### src/hw/pdm_consts.svh
// Constants of the port drive mode block: offsets, resets, fields
// Behaviour
// - Every port pin works as a digital input and output.
// - Each pin has four drive modes chosen by a two-bit code, upper bit from the high selector, lower from the low.
// - Pin n takes bit n of both selector registers as one grouped code.
// - Code 00 pulls high through a resistor and drives low strongly.
// - Code 01 drives high and low strongly.
// - Code 10 is high impedance both ways with the input buffer disabled; on the two serial programming pins it drives strongly instead.
// - Code 11 is high impedance high, input enabled, strong low (open drain).
// - In code 10 a read of the pin returns zero and the pin gives no useful interrupt; the two serial programming pins read and interrupt as in code 01.
// - Reset clears the low selector to 00 and sets the high selector to FFh, so every pin but the two serial programming pins starts analog.
// - The two serial programming pins do not come up high impedance after reset.
`ifndef PDM_CONSTS_SVH
`define PDM_CONSTS_SVH

`define PDM_OFS_DATA 12'h000
`define PDM_OFS_SEL_LO 12'h004
`define PDM_OFS_SEL_HI 12'h008
`define PDM_OFS_PIN_IN 12'h00C
`define PDM_RST_SEL_LO 8'h00
`define PDM_RST_SEL_HI 8'hFF
`define PDM_RST_DATA 8'h00
`define PDM_PROG_MASK 8'h03
`define PDM_PROG_CODE 2'h1

`endif

### src/hw/pdm_pkg.sv
// Types of the port drive mode block
package pdm_pkg;
    typedef enum logic [1:0] {
        PDM_RESISTIVE = 2'b00,
        PDM_STRONG = 2'b01,
        PDM_ANALOG = 2'b10,
        PDM_OPEN_DRAIN = 2'b11
    } pdm_code_t;
endpackage

### src/hw/pdm_port.sv
// Port drive mode logic with AHB-Lite register slave
`timescale 1ns/1ps
`include "pdm_consts.svh"
module pdm_port
    import pdm_pkg::*;
#(
    parameter int WIDTH = 8
) (
    input wire logic MCLK,
    input wire logic RST_B,
    input wire logic HSEL,
    input wire logic [31:0] HADDR,
    input wire logic [1:0] HTRANS,
    input wire logic HWRITE,
    input wire logic [2:0] HSIZE,
    input wire logic [31:0] HWDATA,
    input wire logic HREADY,
    output logic [31:0] HRDATA,
    output logic HREADYOUT,
    output logic HRESP,
    input wire logic [WIDTH-1:0] PIN_IN,
    output logic [WIDTH-1:0] PIN_OUT,
    output logic [WIDTH-1:0] PIN_OE_B,
    output logic [WIDTH-1:0] PIN_PULLUP,
    output logic [WIDTH-1:0] PIN_IBUF_EN,
    output logic [WIDTH-1:0] PIN_INT_VALID
);
    // ************************************
    // Bus slave
    // ************************************
    logic wr_pend_r;
    logic [11:0] wr_addr_r;
    logic [WIDTH-1:0] data_r;
    logic [WIDTH-1:0] sel_lo_r;
    logic [WIDTH-1:0] sel_hi_r;
    logic [WIDTH-1:0] rd_pin_r;
    logic [31:0] hrdata_r;
    wire take = HSEL && HREADY && HTRANS[1];
    wire take_wr = take && HWRITE;
    wire take_rd = take && !HWRITE;
    wire [11:0] rd_addr = HADDR[11:0];
    wire [WIDTH-1:0] wdata = HWDATA[WIDTH-1:0];
    wire wr_data = wr_pend_r && (wr_addr_r == `PDM_OFS_DATA);
    wire wr_lo = wr_pend_r && (wr_addr_r == `PDM_OFS_SEL_LO);
    wire wr_hi = wr_pend_r && (wr_addr_r == `PDM_OFS_SEL_HI);
    wire [WIDTH-1:0] rd_sel =
        (rd_addr == `PDM_OFS_DATA) ? data_r :
        (rd_addr == `PDM_OFS_SEL_LO) ? sel_lo_r :
        (rd_addr == `PDM_OFS_SEL_HI) ? sel_hi_r :
        (rd_addr == `PDM_OFS_PIN_IN) ? rd_pin_r : '0;
    // Narrow data in the low bits, upper bits zero; unmapped reads zero
    wire [31:0] hrdata_nxt = take_rd ? {{(32-WIDTH){1'b0}}, rd_sel} : hrdata_r;

    always_ff @(posedge MCLK or negedge RST_B) begin
        if (!RST_B) begin
            wr_pend_r <= 1'b0;
            wr_addr_r <= 12'h000;
            hrdata_r <= 32'h00000000;
        end else begin
            wr_pend_r <= take_wr;
            wr_addr_r <= HADDR[11:0];
            hrdata_r <= hrdata_nxt;
        end
    end

    // ************************************
    // Selector and data registers
    // ************************************
    // reset to analog mode
    always_ff @(posedge MCLK or negedge RST_B) begin
        if (!RST_B) begin
            sel_lo_r <= `PDM_RST_SEL_LO;
            sel_hi_r <= `PDM_RST_SEL_HI;
            data_r <= `PDM_RST_DATA;
        end else begin
            if (wr_lo) begin
                sel_lo_r <= wdata;
            end
            if (wr_hi) begin
                sel_hi_r <= wdata;
            end
            if (wr_data) begin
                data_r <= wdata;
            end
        end
    end

    // ************************************
    // Per pin drive decode
    // ************************************
    logic [WIDTH-1:0] out_nxt;
    logic [WIDTH-1:0] oe_b_nxt;
    logic [WIDTH-1:0] pu_nxt;
    logic [WIDTH-1:0] ibuf_nxt;
    logic [WIDTH-1:0] rd_pin_nxt;
    logic [WIDTH-1:0] out_r;
    logic [WIDTH-1:0] oe_b_r;
    logic [WIDTH-1:0] pu_r;
    logic [WIDTH-1:0] ibuf_r;

    // Mask held as a sized constant so single bits can be picked per pin
    localparam logic [7:0] PROG_MASK = `PDM_PROG_MASK;

    genvar gi;
    generate
        for (gi = 0; gi < WIDTH; gi++) begin : g_pin
            // group bit n of both selectors
            wire [1:0] raw_code = {sel_hi_r[gi], sel_lo_r[gi]};
            wire prog_pin = (gi < 8) && PROG_MASK[gi % 8];
            wire [1:0] code = (prog_pin && raw_code == PDM_ANALOG) ? `PDM_PROG_CODE : raw_code;
            assign out_nxt[gi] = data_r[gi];
            assign oe_b_nxt[gi] = (code == PDM_STRONG) ? 1'b0 :
                                  (code == PDM_RESISTIVE || code == PDM_OPEN_DRAIN) ? data_r[gi] : 1'b1;
            assign pu_nxt[gi] = (code == PDM_RESISTIVE);
            assign ibuf_nxt[gi] = (code != PDM_ANALOG);
            assign rd_pin_nxt[gi] = ibuf_nxt[gi] & PIN_IN[gi];
        end
    endgenerate

    // Registered so that every pin output leaves a flip-flop
    always_ff @(posedge MCLK or negedge RST_B) begin
        if (!RST_B) begin
            out_r <= '0;
            oe_b_r <= '1;
            pu_r <= '0;
            ibuf_r <= '0;
            rd_pin_r <= '0;
        end else begin
            out_r <= out_nxt;
            oe_b_r <= oe_b_nxt;
            pu_r <= pu_nxt;
            ibuf_r <= ibuf_nxt;
            rd_pin_r <= rd_pin_nxt;
        end
    end

    assign PIN_OUT = out_r;
    assign PIN_OE_B = oe_b_r;
    assign PIN_PULLUP = pu_r;
    assign PIN_IBUF_EN = ibuf_r;
    assign PIN_INT_VALID = ibuf_r;
    assign HRDATA = hrdata_r;
    assign HREADYOUT = 1'b1;
    assign HRESP = 1'b0;
endmodule

### config.mk
export PLATFORM = sky130hd
export DESIGN_NAME = pdm_port
export DESIGN_NICKNAME = d
export VERILOG_FILES = /design/src/hw/pdm_pkg.sv /design/src/hw/pdm_port.sv
export VERILOG_INCLUDE_DIRS = /design/src /design/src/hw
export SDC_FILE = /design/constraint.sdc
export NUM_CORES = 1
export LEC_CHECK = 0
export ABC_AREA = 1
export BUFFER_PORTS_ARGS = -buffer_cell sky130_fd_sc_hd__buf_2
export CORE_AREA = 5 5 93 130
export CTS_CLUSTER_DIAMETER = 60
export CTS_CLUSTER_SIZE = 12
export DETAILED_ROUTE_END_ITERATION = 8
export DIE_AREA = 0 0 98 135
export MAX_ROUTING_LAYER = met4
export PLACE_DENSITY_LB_ADDON = 0.3
export SETUP_SLACK_MARGIN = 0.15
export SKIP_LAST_GASP = 1
export SYNTH_ARGS = -nofsm -noshare
export SYNTH_HDL_FRONTEND = slang
export SYNTH_SLANG_ARGS = --single-unit
### constraint.sdc
create_clock -name MCLK -period 2.2 [get_ports MCLK]
set_clock_uncertainty 0.05 [all_clocks]
set_input_delay 0.55 -clock MCLK [delete_from_list [all_inputs] [get_ports MCLK]]
set_output_delay 0.55 -clock MCLK [all_outputs]
set_load 0.01 [all_outputs]
# Yosys cells after proc, flatten, opt, wreduce, memory -nomap -nowiden
# Cells that the tools add are included.
dict set report totals {
  wordCells 98
  latch_bits 0
  mem_count 0
  mem_bits_rw 0
  rom_bits 0
  in_bits 82
  regBits 85
  out_inout_bits 74
}
dict set report classes {
  multipliers 0
  bitwise 8
  muxes 22
  shift 0
  add_sub_neg 0
  div_mod_pow 0
  eq_ne 31
  reduce_logical 26
  n_lt_le_gt_ge 0
}
# op n
set ops {}
lappend ops {{12-bit by 4-bit == test with 1-bit output (second input constant)} 3}
lappend ops {{8-bit two-way mux} 4}
lappend ops {{12-bit by 3-bit == test with 1-bit output (second input constant)} 2}
lappend ops {{12-bit logical NOT} 2}
lappend ops {{2-bit == test (second input constant)} 10}
lappend ops {{2-bit by 1-bit == test with 1-bit output (second input constant)} 8}
lappend ops {{2-bit logical NOT} 8}
lappend ops {{1-bit two-way mux} 16}
lappend ops {{2-bit inequality test (second input constant)} 8}
lappend ops {{1-bit bitwise AND} 8}
lappend ops {{1-bit logical OR} 8}
lappend ops {{1-bit logical AND} 7}
lappend ops {{2-bit two-way mux} 2}
lappend ops {{1-bit logical NOT} 1}

# Depth between registers and ports, before layout
# Gate-level depths: netlist of run 1.
dict set report logic_depth {
  depth_word 6
  mapped_depth 8
  mapped_depth_nobuf 8
}

# Worst setup path after synthesis of run 1
# No wires, ideal clock.
dict set report synth_timing {
  kind {input to register}
  from {in HADDR[11]}
  to {reg hrdata_r[0] (netlist: HRDATA[0])}
  stages 8
  t_arrival_ps 1400
  t_required_ps 2034
  slack_ps 634
  cell_sequence {nor2_1 > nand2_1 > nor2_1 > nand2_1 > o21ai_0 > inv_1 > nand2_1 > nand2_1}
}
dict set report synth_via {
  elab_chain_cells 5
  word_cells_on_any_way 8
  classes_between {eq/ne (3); mux (4); reduce/logical (1)}
}
# element line
set synth_lines {}
lappend synth_lines {{start, declared} pdm_port.sv:12} ;# input wire logic [31:0] HADDR,
lappend synth_lines {{12-bit by 4-bit == test with 1-bit output (no source line)} --}
lappend synth_lines {{8-bit two-way mux} pdm_port.sv:50} ;# (rd_addr == `PDM_OFS_PIN_IN) ? rd_pin_r : '0;
lappend synth_lines {{8-bit two-way mux} pdm_port.sv:49} ;# (rd_addr == `PDM_OFS_SEL_HI) ? sel_hi_r :
lappend synth_lines {{8-bit two-way mux} pdm_port.sv:48} ;# (rd_addr == `PDM_OFS_SEL_LO) ? sel_lo_r :
lappend synth_lines {{8-bit two-way mux (*)} pdm_port.sv:47} ;# (rd_addr == `PDM_OFS_DATA) ? data_r :
lappend synth_lines {{end signal, assigned} pdm_port.sv:62} ;# hrdata_r <= hrdata_nxt;
lappend synth_lines {{end, declared} pdm_port.sv:37} ;# logic [31:0] hrdata_r;
# Every way passes the cells marked *; elsewhere a longest branch is shown, timed or not.
# A chain may end at the register's enable or synchronous reset.

# Final worst setup path of run 1
dict set report layout_timing {
  from {reg wr_addr_r[7]}
  to {reg sel_lo_r[2]}
}
dict set report layout_via {
  elab_chain_cells 2
}
# element line
set layout_lines {}
lappend layout_lines {{start, declared} pdm_port.sv:32} ;# logic [11:0] wr_addr_r;
lappend layout_lines {{start signal, assigned} pdm_port.sv:61} ;# wr_addr_r <= HADDR[11:0];
lappend layout_lines {{12-bit by 3-bit == test with 1-bit output (no source line)} --}
lappend layout_lines {{1-bit logical AND} pdm_port.sv:44} ;# wire wr_lo = wr_pend_r && (wr_addr_r == `PDM_OFS_SEL_LO);
lappend layout_lines {{end signal, assigned} pdm_port.sv:72} ;# sel_lo_r <= `PDM_RST_SEL_LO;
lappend layout_lines {{end signal, assigned} pdm_port.sv:77} ;# sel_lo_r <= wdata;
lappend layout_lines {{end, declared} pdm_port.sv:34} ;# logic [WIDTH-1:0] sel_lo_r;
# Every way passes these cells.

==> reports/results.ini, run 1 <==
[outcome]
status=finished, final reports clean

[drt]
drt_iter0_markers=95
num_vias=2574
route.detailed.drc=0
drtAntennaViolNets=0
wl_per_cell_um=13.0
avgViaCountPerCell=4.23
drtPass1Iterations=4
drt_wl_total_um=7880

[logic_synthesis]
synth_top_cells_by_area=dfrtp_1 45%, dfstp_2 11%, ha_1 7.2%, buf_4 6.7%, inv_1 6.0%
synth_top_cells_by_count=69 x dfrtp_1, 61 x inv_1, 55 x nand2_1
async_flop_share=1.00
synthAdderAreaFrac=0.0724
synth_ff_type=dfrtp_1
synth_top_area_share=0.454
synth.distinct_cells=28
muxShareOfSynthArea=0
synth-seq-area-share=0.564
syn_area_um2=3800
synth_edf_count=0
ys_warn_count=0
ys_ff_latch=85
synth.most_common_cell=dfrtp_1
synth-compound-area-share=0.0668
synth_top_family_by_area=simple AND/OR/NAND/NOR gates
synthSimpleGateAreaFrac=0.154
yosysTopAreaCell=dfrtp_1
synth_xor_xnor_area_share=0
syn-mean-instance-area_um2=10.1
synthCells=377

[sta]
post-route-period-util=0.778
slew_viol_final=0
setup_viol=0
fmax_mhz=584
holdWs_ns=0.109
rsz0062_at_grt=no
hold_viol=0
period_needed_ns=1.71
tns_ns=0

[clock_network]
ctsHoldBuffers=0
htreeDepth=3
cts_sinks=85
numCtsBuffers=9
cts_tree=yes
cts_setup_buffers=0
cts_resized=0
clkLatencyLatePin_ns=0.34
cts_buffer_depth=2
cts.reportedPaths.clkPinSlew_ns=0.06
cts_root_buffer=clkbuf_16

[power_and_ir_drop]
pwr_density_cell_nw_per_um2=716
irDropWorstVdd_v=0.000320
power.static_leakage_nw=2.69
power_w=0.00327

[worst_setup_path]
timing.rr.start=wr_addr_r[7]$_DFF_PN0_
path_class=flip-flop to flip-flop
reg2regPathDepth=5
path_max_fanout=16
r2r_setup_slack_ns=0.49
r2r-end=sel_lo_r[2]$_DFFE_PN0P_
start_kind=flip-flop
required_ns=2.38
crit_path_end_kind=flip-flop
crit_arrival_ns=1.89

[finish]
layout.nets=566
syn_to_final_growth_pct=20.2
drive_above_1_share=0.296
diodes=0
finalNonFillerCells=608

[placement]
io_buffers=81
placed_cells=592
place_congestion=0.791
dp_hpwl_um=5840

[floorplan]
fp.dieArea_um2=13200
initial_core_util=0.354
pin_count=156
die_height_um=135
die_width_um=98
core-area_um2=10800
std_cell_rows=45

[hold_path]
hold_class=primary input to async pin

[global_route]
grt_pass1_vias=2615
grt_antenna_before_repair=0
grt_first_pass_wirelength_um=12800
grt_usage=0.128
grt_max_degree=37
grt_overflow=0

[job]
drv_cap=0

-- layer usage --
layer  up-vias  share of wire  track usage
met4         0          0.020       0.0562
met5         -              0            -
met2        83           0.48        0.200
li1       1276              -            -
met1      1204           0.42        0.152
met3        11          0.071       0.0398
-- kinds of logic after synthesis --
family,count (synthesis)
AND/OR/NAND/NOR,126
buffers and inverters,102
flip-flops,85
AO/OA/AOI/OAI,40
adder cells (fa/ha/maj),22
other,2
-- metrics by stage --
| step | setup slack (ns) | util | instance area (um^2) |
|---|---|---|---|
| floorplan | 0.634 | - | 3890 |
| global placement | 0.408 | 0.396 | 4260 |
| detailed placement | 0.347 | 0.396 | 4260 |
| CTS | 0.454 | 0.425 | 4570 |
| global route | 0.380 | 0.425 | 4570 |
| finish | 0.488 | 0.425 | 4570 |
-- layout by cell type, fill, tap and decap left out, drive strengths merged --
master / n
buf: 90
dfrtp: 69
inv: 62
nand2: 57
nor2: 34
o21ai: 32
conb: 26
ha: 22
nand3: 18
dfstp: 16
clkbuf: 13
o211ai: 8
nand4: 8
nor3: 3
and2: 2
or2: 2
nand3b: 1
and3: 1
bufinv: 1
clkinv: 1
clkinvlp: 1
-- worst max-delay path by stage --
stage                                 startpoint                 endpoint  slack, ns  depth (start not counted)
after CTS                 wr_addr_r[7]$_DFF_PN0_  sel_lo_r[2]$_DFFE_PN0P_       0.45                          5
after global routing      wr_addr_r[7]$_DFF_PN0_  sel_lo_r[2]$_DFFE_PN0P_       0.38                          5
after detailed placement                HADDR[7]    HRDATA[2]$_DFFE_PN0P_       0.35                          9
after global placement                 HADDR[11]    HRDATA[4]$_DFFE_PN0P_       0.41                          9
after floorplan                        HADDR[11]    HRDATA[0]$_DFFE_PN0P_       0.63                          8
final                     wr_addr_r[7]$_DFF_PN0_  sel_lo_r[2]$_DFFE_PN0P_       0.49                          5
-- power by group --
part           switching [W]  internal (W)  total [W]
logic              0.0000989     0.0000415   0.000140
clock network       0.000575      0.000970    0.00155
registers         0.00000487       0.00158    0.00159
total               0.000679       0.00259    0.00327
-- sequential cells by signal (all words and copies together) (netlist names) --
register and flops:
wr_pend_r 1, data_r 8, HRDATA 8, PIN_OE_B 8
sel_hi_r 8, rd_pin_r 8, PIN_IBUF_EN 8, sel_lo_r 8
PIN_OUT 8, PIN_PULLUP 8, wr_addr_r 12
-- cell type report --
cell class                 instances  area, um^2
timing repair buffer              90         488
fill                            1060        6180
tap                              141         176
inverter                          62         233
clock inverter                     3        42.5
sequential                        85        2150
clock buffer                      13         270
multi-input combinational        214        1210
-- critical path, stage by stage (launching register included) --
cell and delay (ns):
dfrtp_1 0.36, or2_4 0.26, nor3_4 0.35, nand3_4 0.30
o21ai_1 0.21, inv_1 0.06
(Power assumes the default switching activity.)
==> inputs of run 2 (changes only) <==
Clock period 2.2 ns to 1.71 ns, I/O delays scaled along.
==> reports/results.ini, run 2 (synthesis gave the netlist of run 1 again) <==
[worst_setup_path]
required_ns=1.89  ; -0.49 ns
timing.rr.start=wr_addr_r[6]$_DFF_PN0_
crit_path_end=sel_lo_r[4]$_DFFE_PN0P_
crit_path_end_kind=flip-flop
start_kind=flip-flop
r2r-end=sel_lo_r[4]$_DFFE_PN0P_
reg2regPathDepth=7  ; +2
path_max_fanout=8  ; -8
r2r_setup_slack_ns=0.13  ; -0.36 ns
path_class=flip-flop to flip-flop
setup.worst_path.start=wr_addr_r[6]$_DFF_PN0_
crit_arrival_ns=1.76  ; -0.13 ns

[sta]
hold_viol=0  ; unchanged
post-route-period-util=0.922  ; +0.144
slew_viol_final=0  ; unchanged
fmax_mhz=634  ; +8.6%
rsz0062_at_grt=yes
tns_ns=0  ; unchanged
setup_viol=0  ; unchanged
timing.final.ws_setup_ns=0.133  ; -0.355 ns
period_needed_ns=1.58  ; -0.135 ns

[drt]
wl_per_cell_um=13.4  ; +3.3%
drt_iter0_markers=99  ; +4.2%
drtAntennaViolNets=0  ; unchanged
num_vias=2673  ; +3.8%
drt_wl_total_um=8280  ; +5.2%
route.detailed.drc=0  ; unchanged
avgViaCountPerCell=4.32  ; +2.0%
drtPass1Iterations=4  ; unchanged

[power_and_ir_drop]
power.static_leakage_nw=2.76  ; +2.5%
p_int_w=0.00327  ; +26%
pwr_density_cell_nw_per_um2=881  ; +23%
comb_power_share=0.047  ; +0.004
swShare=0.213  ; +0.00566
seqPwrFrac=0.491  ; +0.006
power_w=0.00415  ; +27%
p_clk_frac=0.462  ; -0.010
p_sw_w=0.000886  ; +30%
irDropWorstVdd_v=0.000435  ; +36%

[floorplan]
fp.dieArea_um2=13200  ; unchanged
pin_count=156  ; unchanged
std_cell_rows=45  ; unchanged
die_height_um=135  ; unchanged
die_width_um=98  ; unchanged
core-area_um2=10800  ; unchanged
initial_core_util=0.354  ; unchanged

[clock_network]
cts.reportedPaths.clkPinSlew_ns=0.06  ; about the same
cts_buffer_depth=2  ; unchanged
cts_root_buffer=clkbuf_16
cts_sinks=85  ; unchanged
htreeDepth=3  ; unchanged
numCtsBuffers=9  ; unchanged
clkLatencyLatePin_ns=0.34  ; about the same
cts_tree=yes

[global_route]
grt_use_met1=0.159  ; +0.00692
use_met3=0.0362  ; -0.00362
grt_antenna_before_repair=0  ; unchanged
use_met2=0.219  ; +0.0193
grt_overflow=0  ; unchanged
top_usage_layer=met2
grt_usage=0.137  ; +0.00866
grt_first_pass_wirelength_um=13600  ; +6.1%
grt_max_degree=29  ; -22%
grt_pass1_vias=2786  ; +6.5%

[finish]
largest_reg_flops=12  ; unchanged
final_common_cell=buf_2
utilization=0.439  ; +0.0135
diodes=0  ; unchanged
most-common-layout-cells=80 x buf_2, 69 x dfrtp_1, 61 x inv_1, 55 x nand2_1, 33 x nor2_1
nFillCells=1023  ; -3.5%
top_register=wr_addr_r
finalNonFillerCells=619  ; +1.8%
layout.nets=577  ; +1.9%
drive_above_1_share=0.316  ; +0.0204
multi_input_area_um2=1230  ; +1.5%
regArea_um2=2150  ; unchanged
syn_to_final_growth_pct=24.0

[placement]
io_buffers=81  ; unchanged
dp_hpwl_um=6000  ; +2.8%
placed_cells=596  ; +0.68%
dp_slack_ns=0.00752  ; -0.339 ns
place_congestion=0.796  ; +0.67%

[job]
drv_cap=0  ; unchanged

[hold_path]
hold_class=primary input to flip-flop

[outcome]
status=finished, final reports clean

run 2: changes by cell type in the layout (fill, tap and decap cells not counted), sizes merged:
cell	delta
clkinvlp	+1
clkbuf	+1
dlygate4sd3	+1
clkinv	-1
buf	+9
run 2: power by group through the flow:
stage               logic [W]  registers [W]  clock network [W]
finish               0.000194        0.00204            0.00192
floorplan            0.000115        0.00207                  0
global placement     0.000189        0.00207                  0
CTS                  0.000195        0.00204            0.00196
global route         0.000224        0.00204            0.00206
detailed placement   0.000193        0.00207                  0
run 2: cell type report:
| type | count | share of cell area |
|---|---|---|
| Clock buffer | 13 | 0.0531 |
| Clock inverter | 3 | 0.00955 |
| Inverter | 62 | 0.0493 |
| Multi-Input combinational cell | 214 | 0.261 |
| Sequential cell | 85 | 0.455 |
| Tap cell | 141 | 0.0374 |
| Timing Repair Buffer | 101 | 0.134 |
run 2: repair_timing:
item,CTS,global route
pin swaps,3,2
setup buffers,5,0
gates cloned,0,1
gates resized for setup,0,8
endpoints found under the hold margin,11,0
hold buffers,1,0
setup endpoints to repair,20,18
run 2: layer usage:
| layer | vias to the layer above | wire (um) | part of all wire |
|---|---|---|---|
| li1 | 1310 | - | - |
| met1 | 1265 | 3480 | 0.42 |
| met2 | 88 | 4100 | 0.49 |
| met3 | 10 | 533 | 0.064 |
| met4 | 0 | 174 | 0.021 |
| met5 | - | 0 | 0 |
run 2: worst min path at each step:
stage / startpoint / endpoint / slack (ns) / depth (start not counted)
final: HADDR[6] / wr_addr_r[6]$_DFF_PN0_ / 0.16 / 1
after global placement: RST_B / PIN_OUT[3]$_DFF_PN0_ / 0.26 / 1
after global routing: HADDR[0] / wr_addr_r[0]$_DFF_PN0_ / 0.15 / 1
after floorplan: RST_B / HRDATA[0]$_DFFE_PN0P_ / 0.08 / 0
after CTS: HADDR[0] / wr_addr_r[0]$_DFF_PN0_ / 0.15 / 1
after detailed placement: RST_B / PIN_OUT[3]$_DFF_PN0_ / 0.26 / 1
run 2: metrics by stage:
| step | cell area [um^2] | hold slack (ns) |
|---|---|---|
| 4_1_cts | 4670 | 0.145 |
| 2_1_floorplan | 3890 | 0.0819 |
| 3_3_place_gp | 4300 | 0.258 |
| 6_report | 4720 | 0.159 |
| 3_5_place_dp | 4300 | 0.262 |
| 5_1_grt | 4720 | 0.150 |
run 2: worst max-delay path, cell delays in order (launching register included):
cell and delay (ns):
dfrtp_1 0.36, or2_4 0.25, nor3_4 0.24, buf_6 0.13
nand3_4 0.10, buf_12 0.18, o21ai_1 0.11, inv_1 0.04
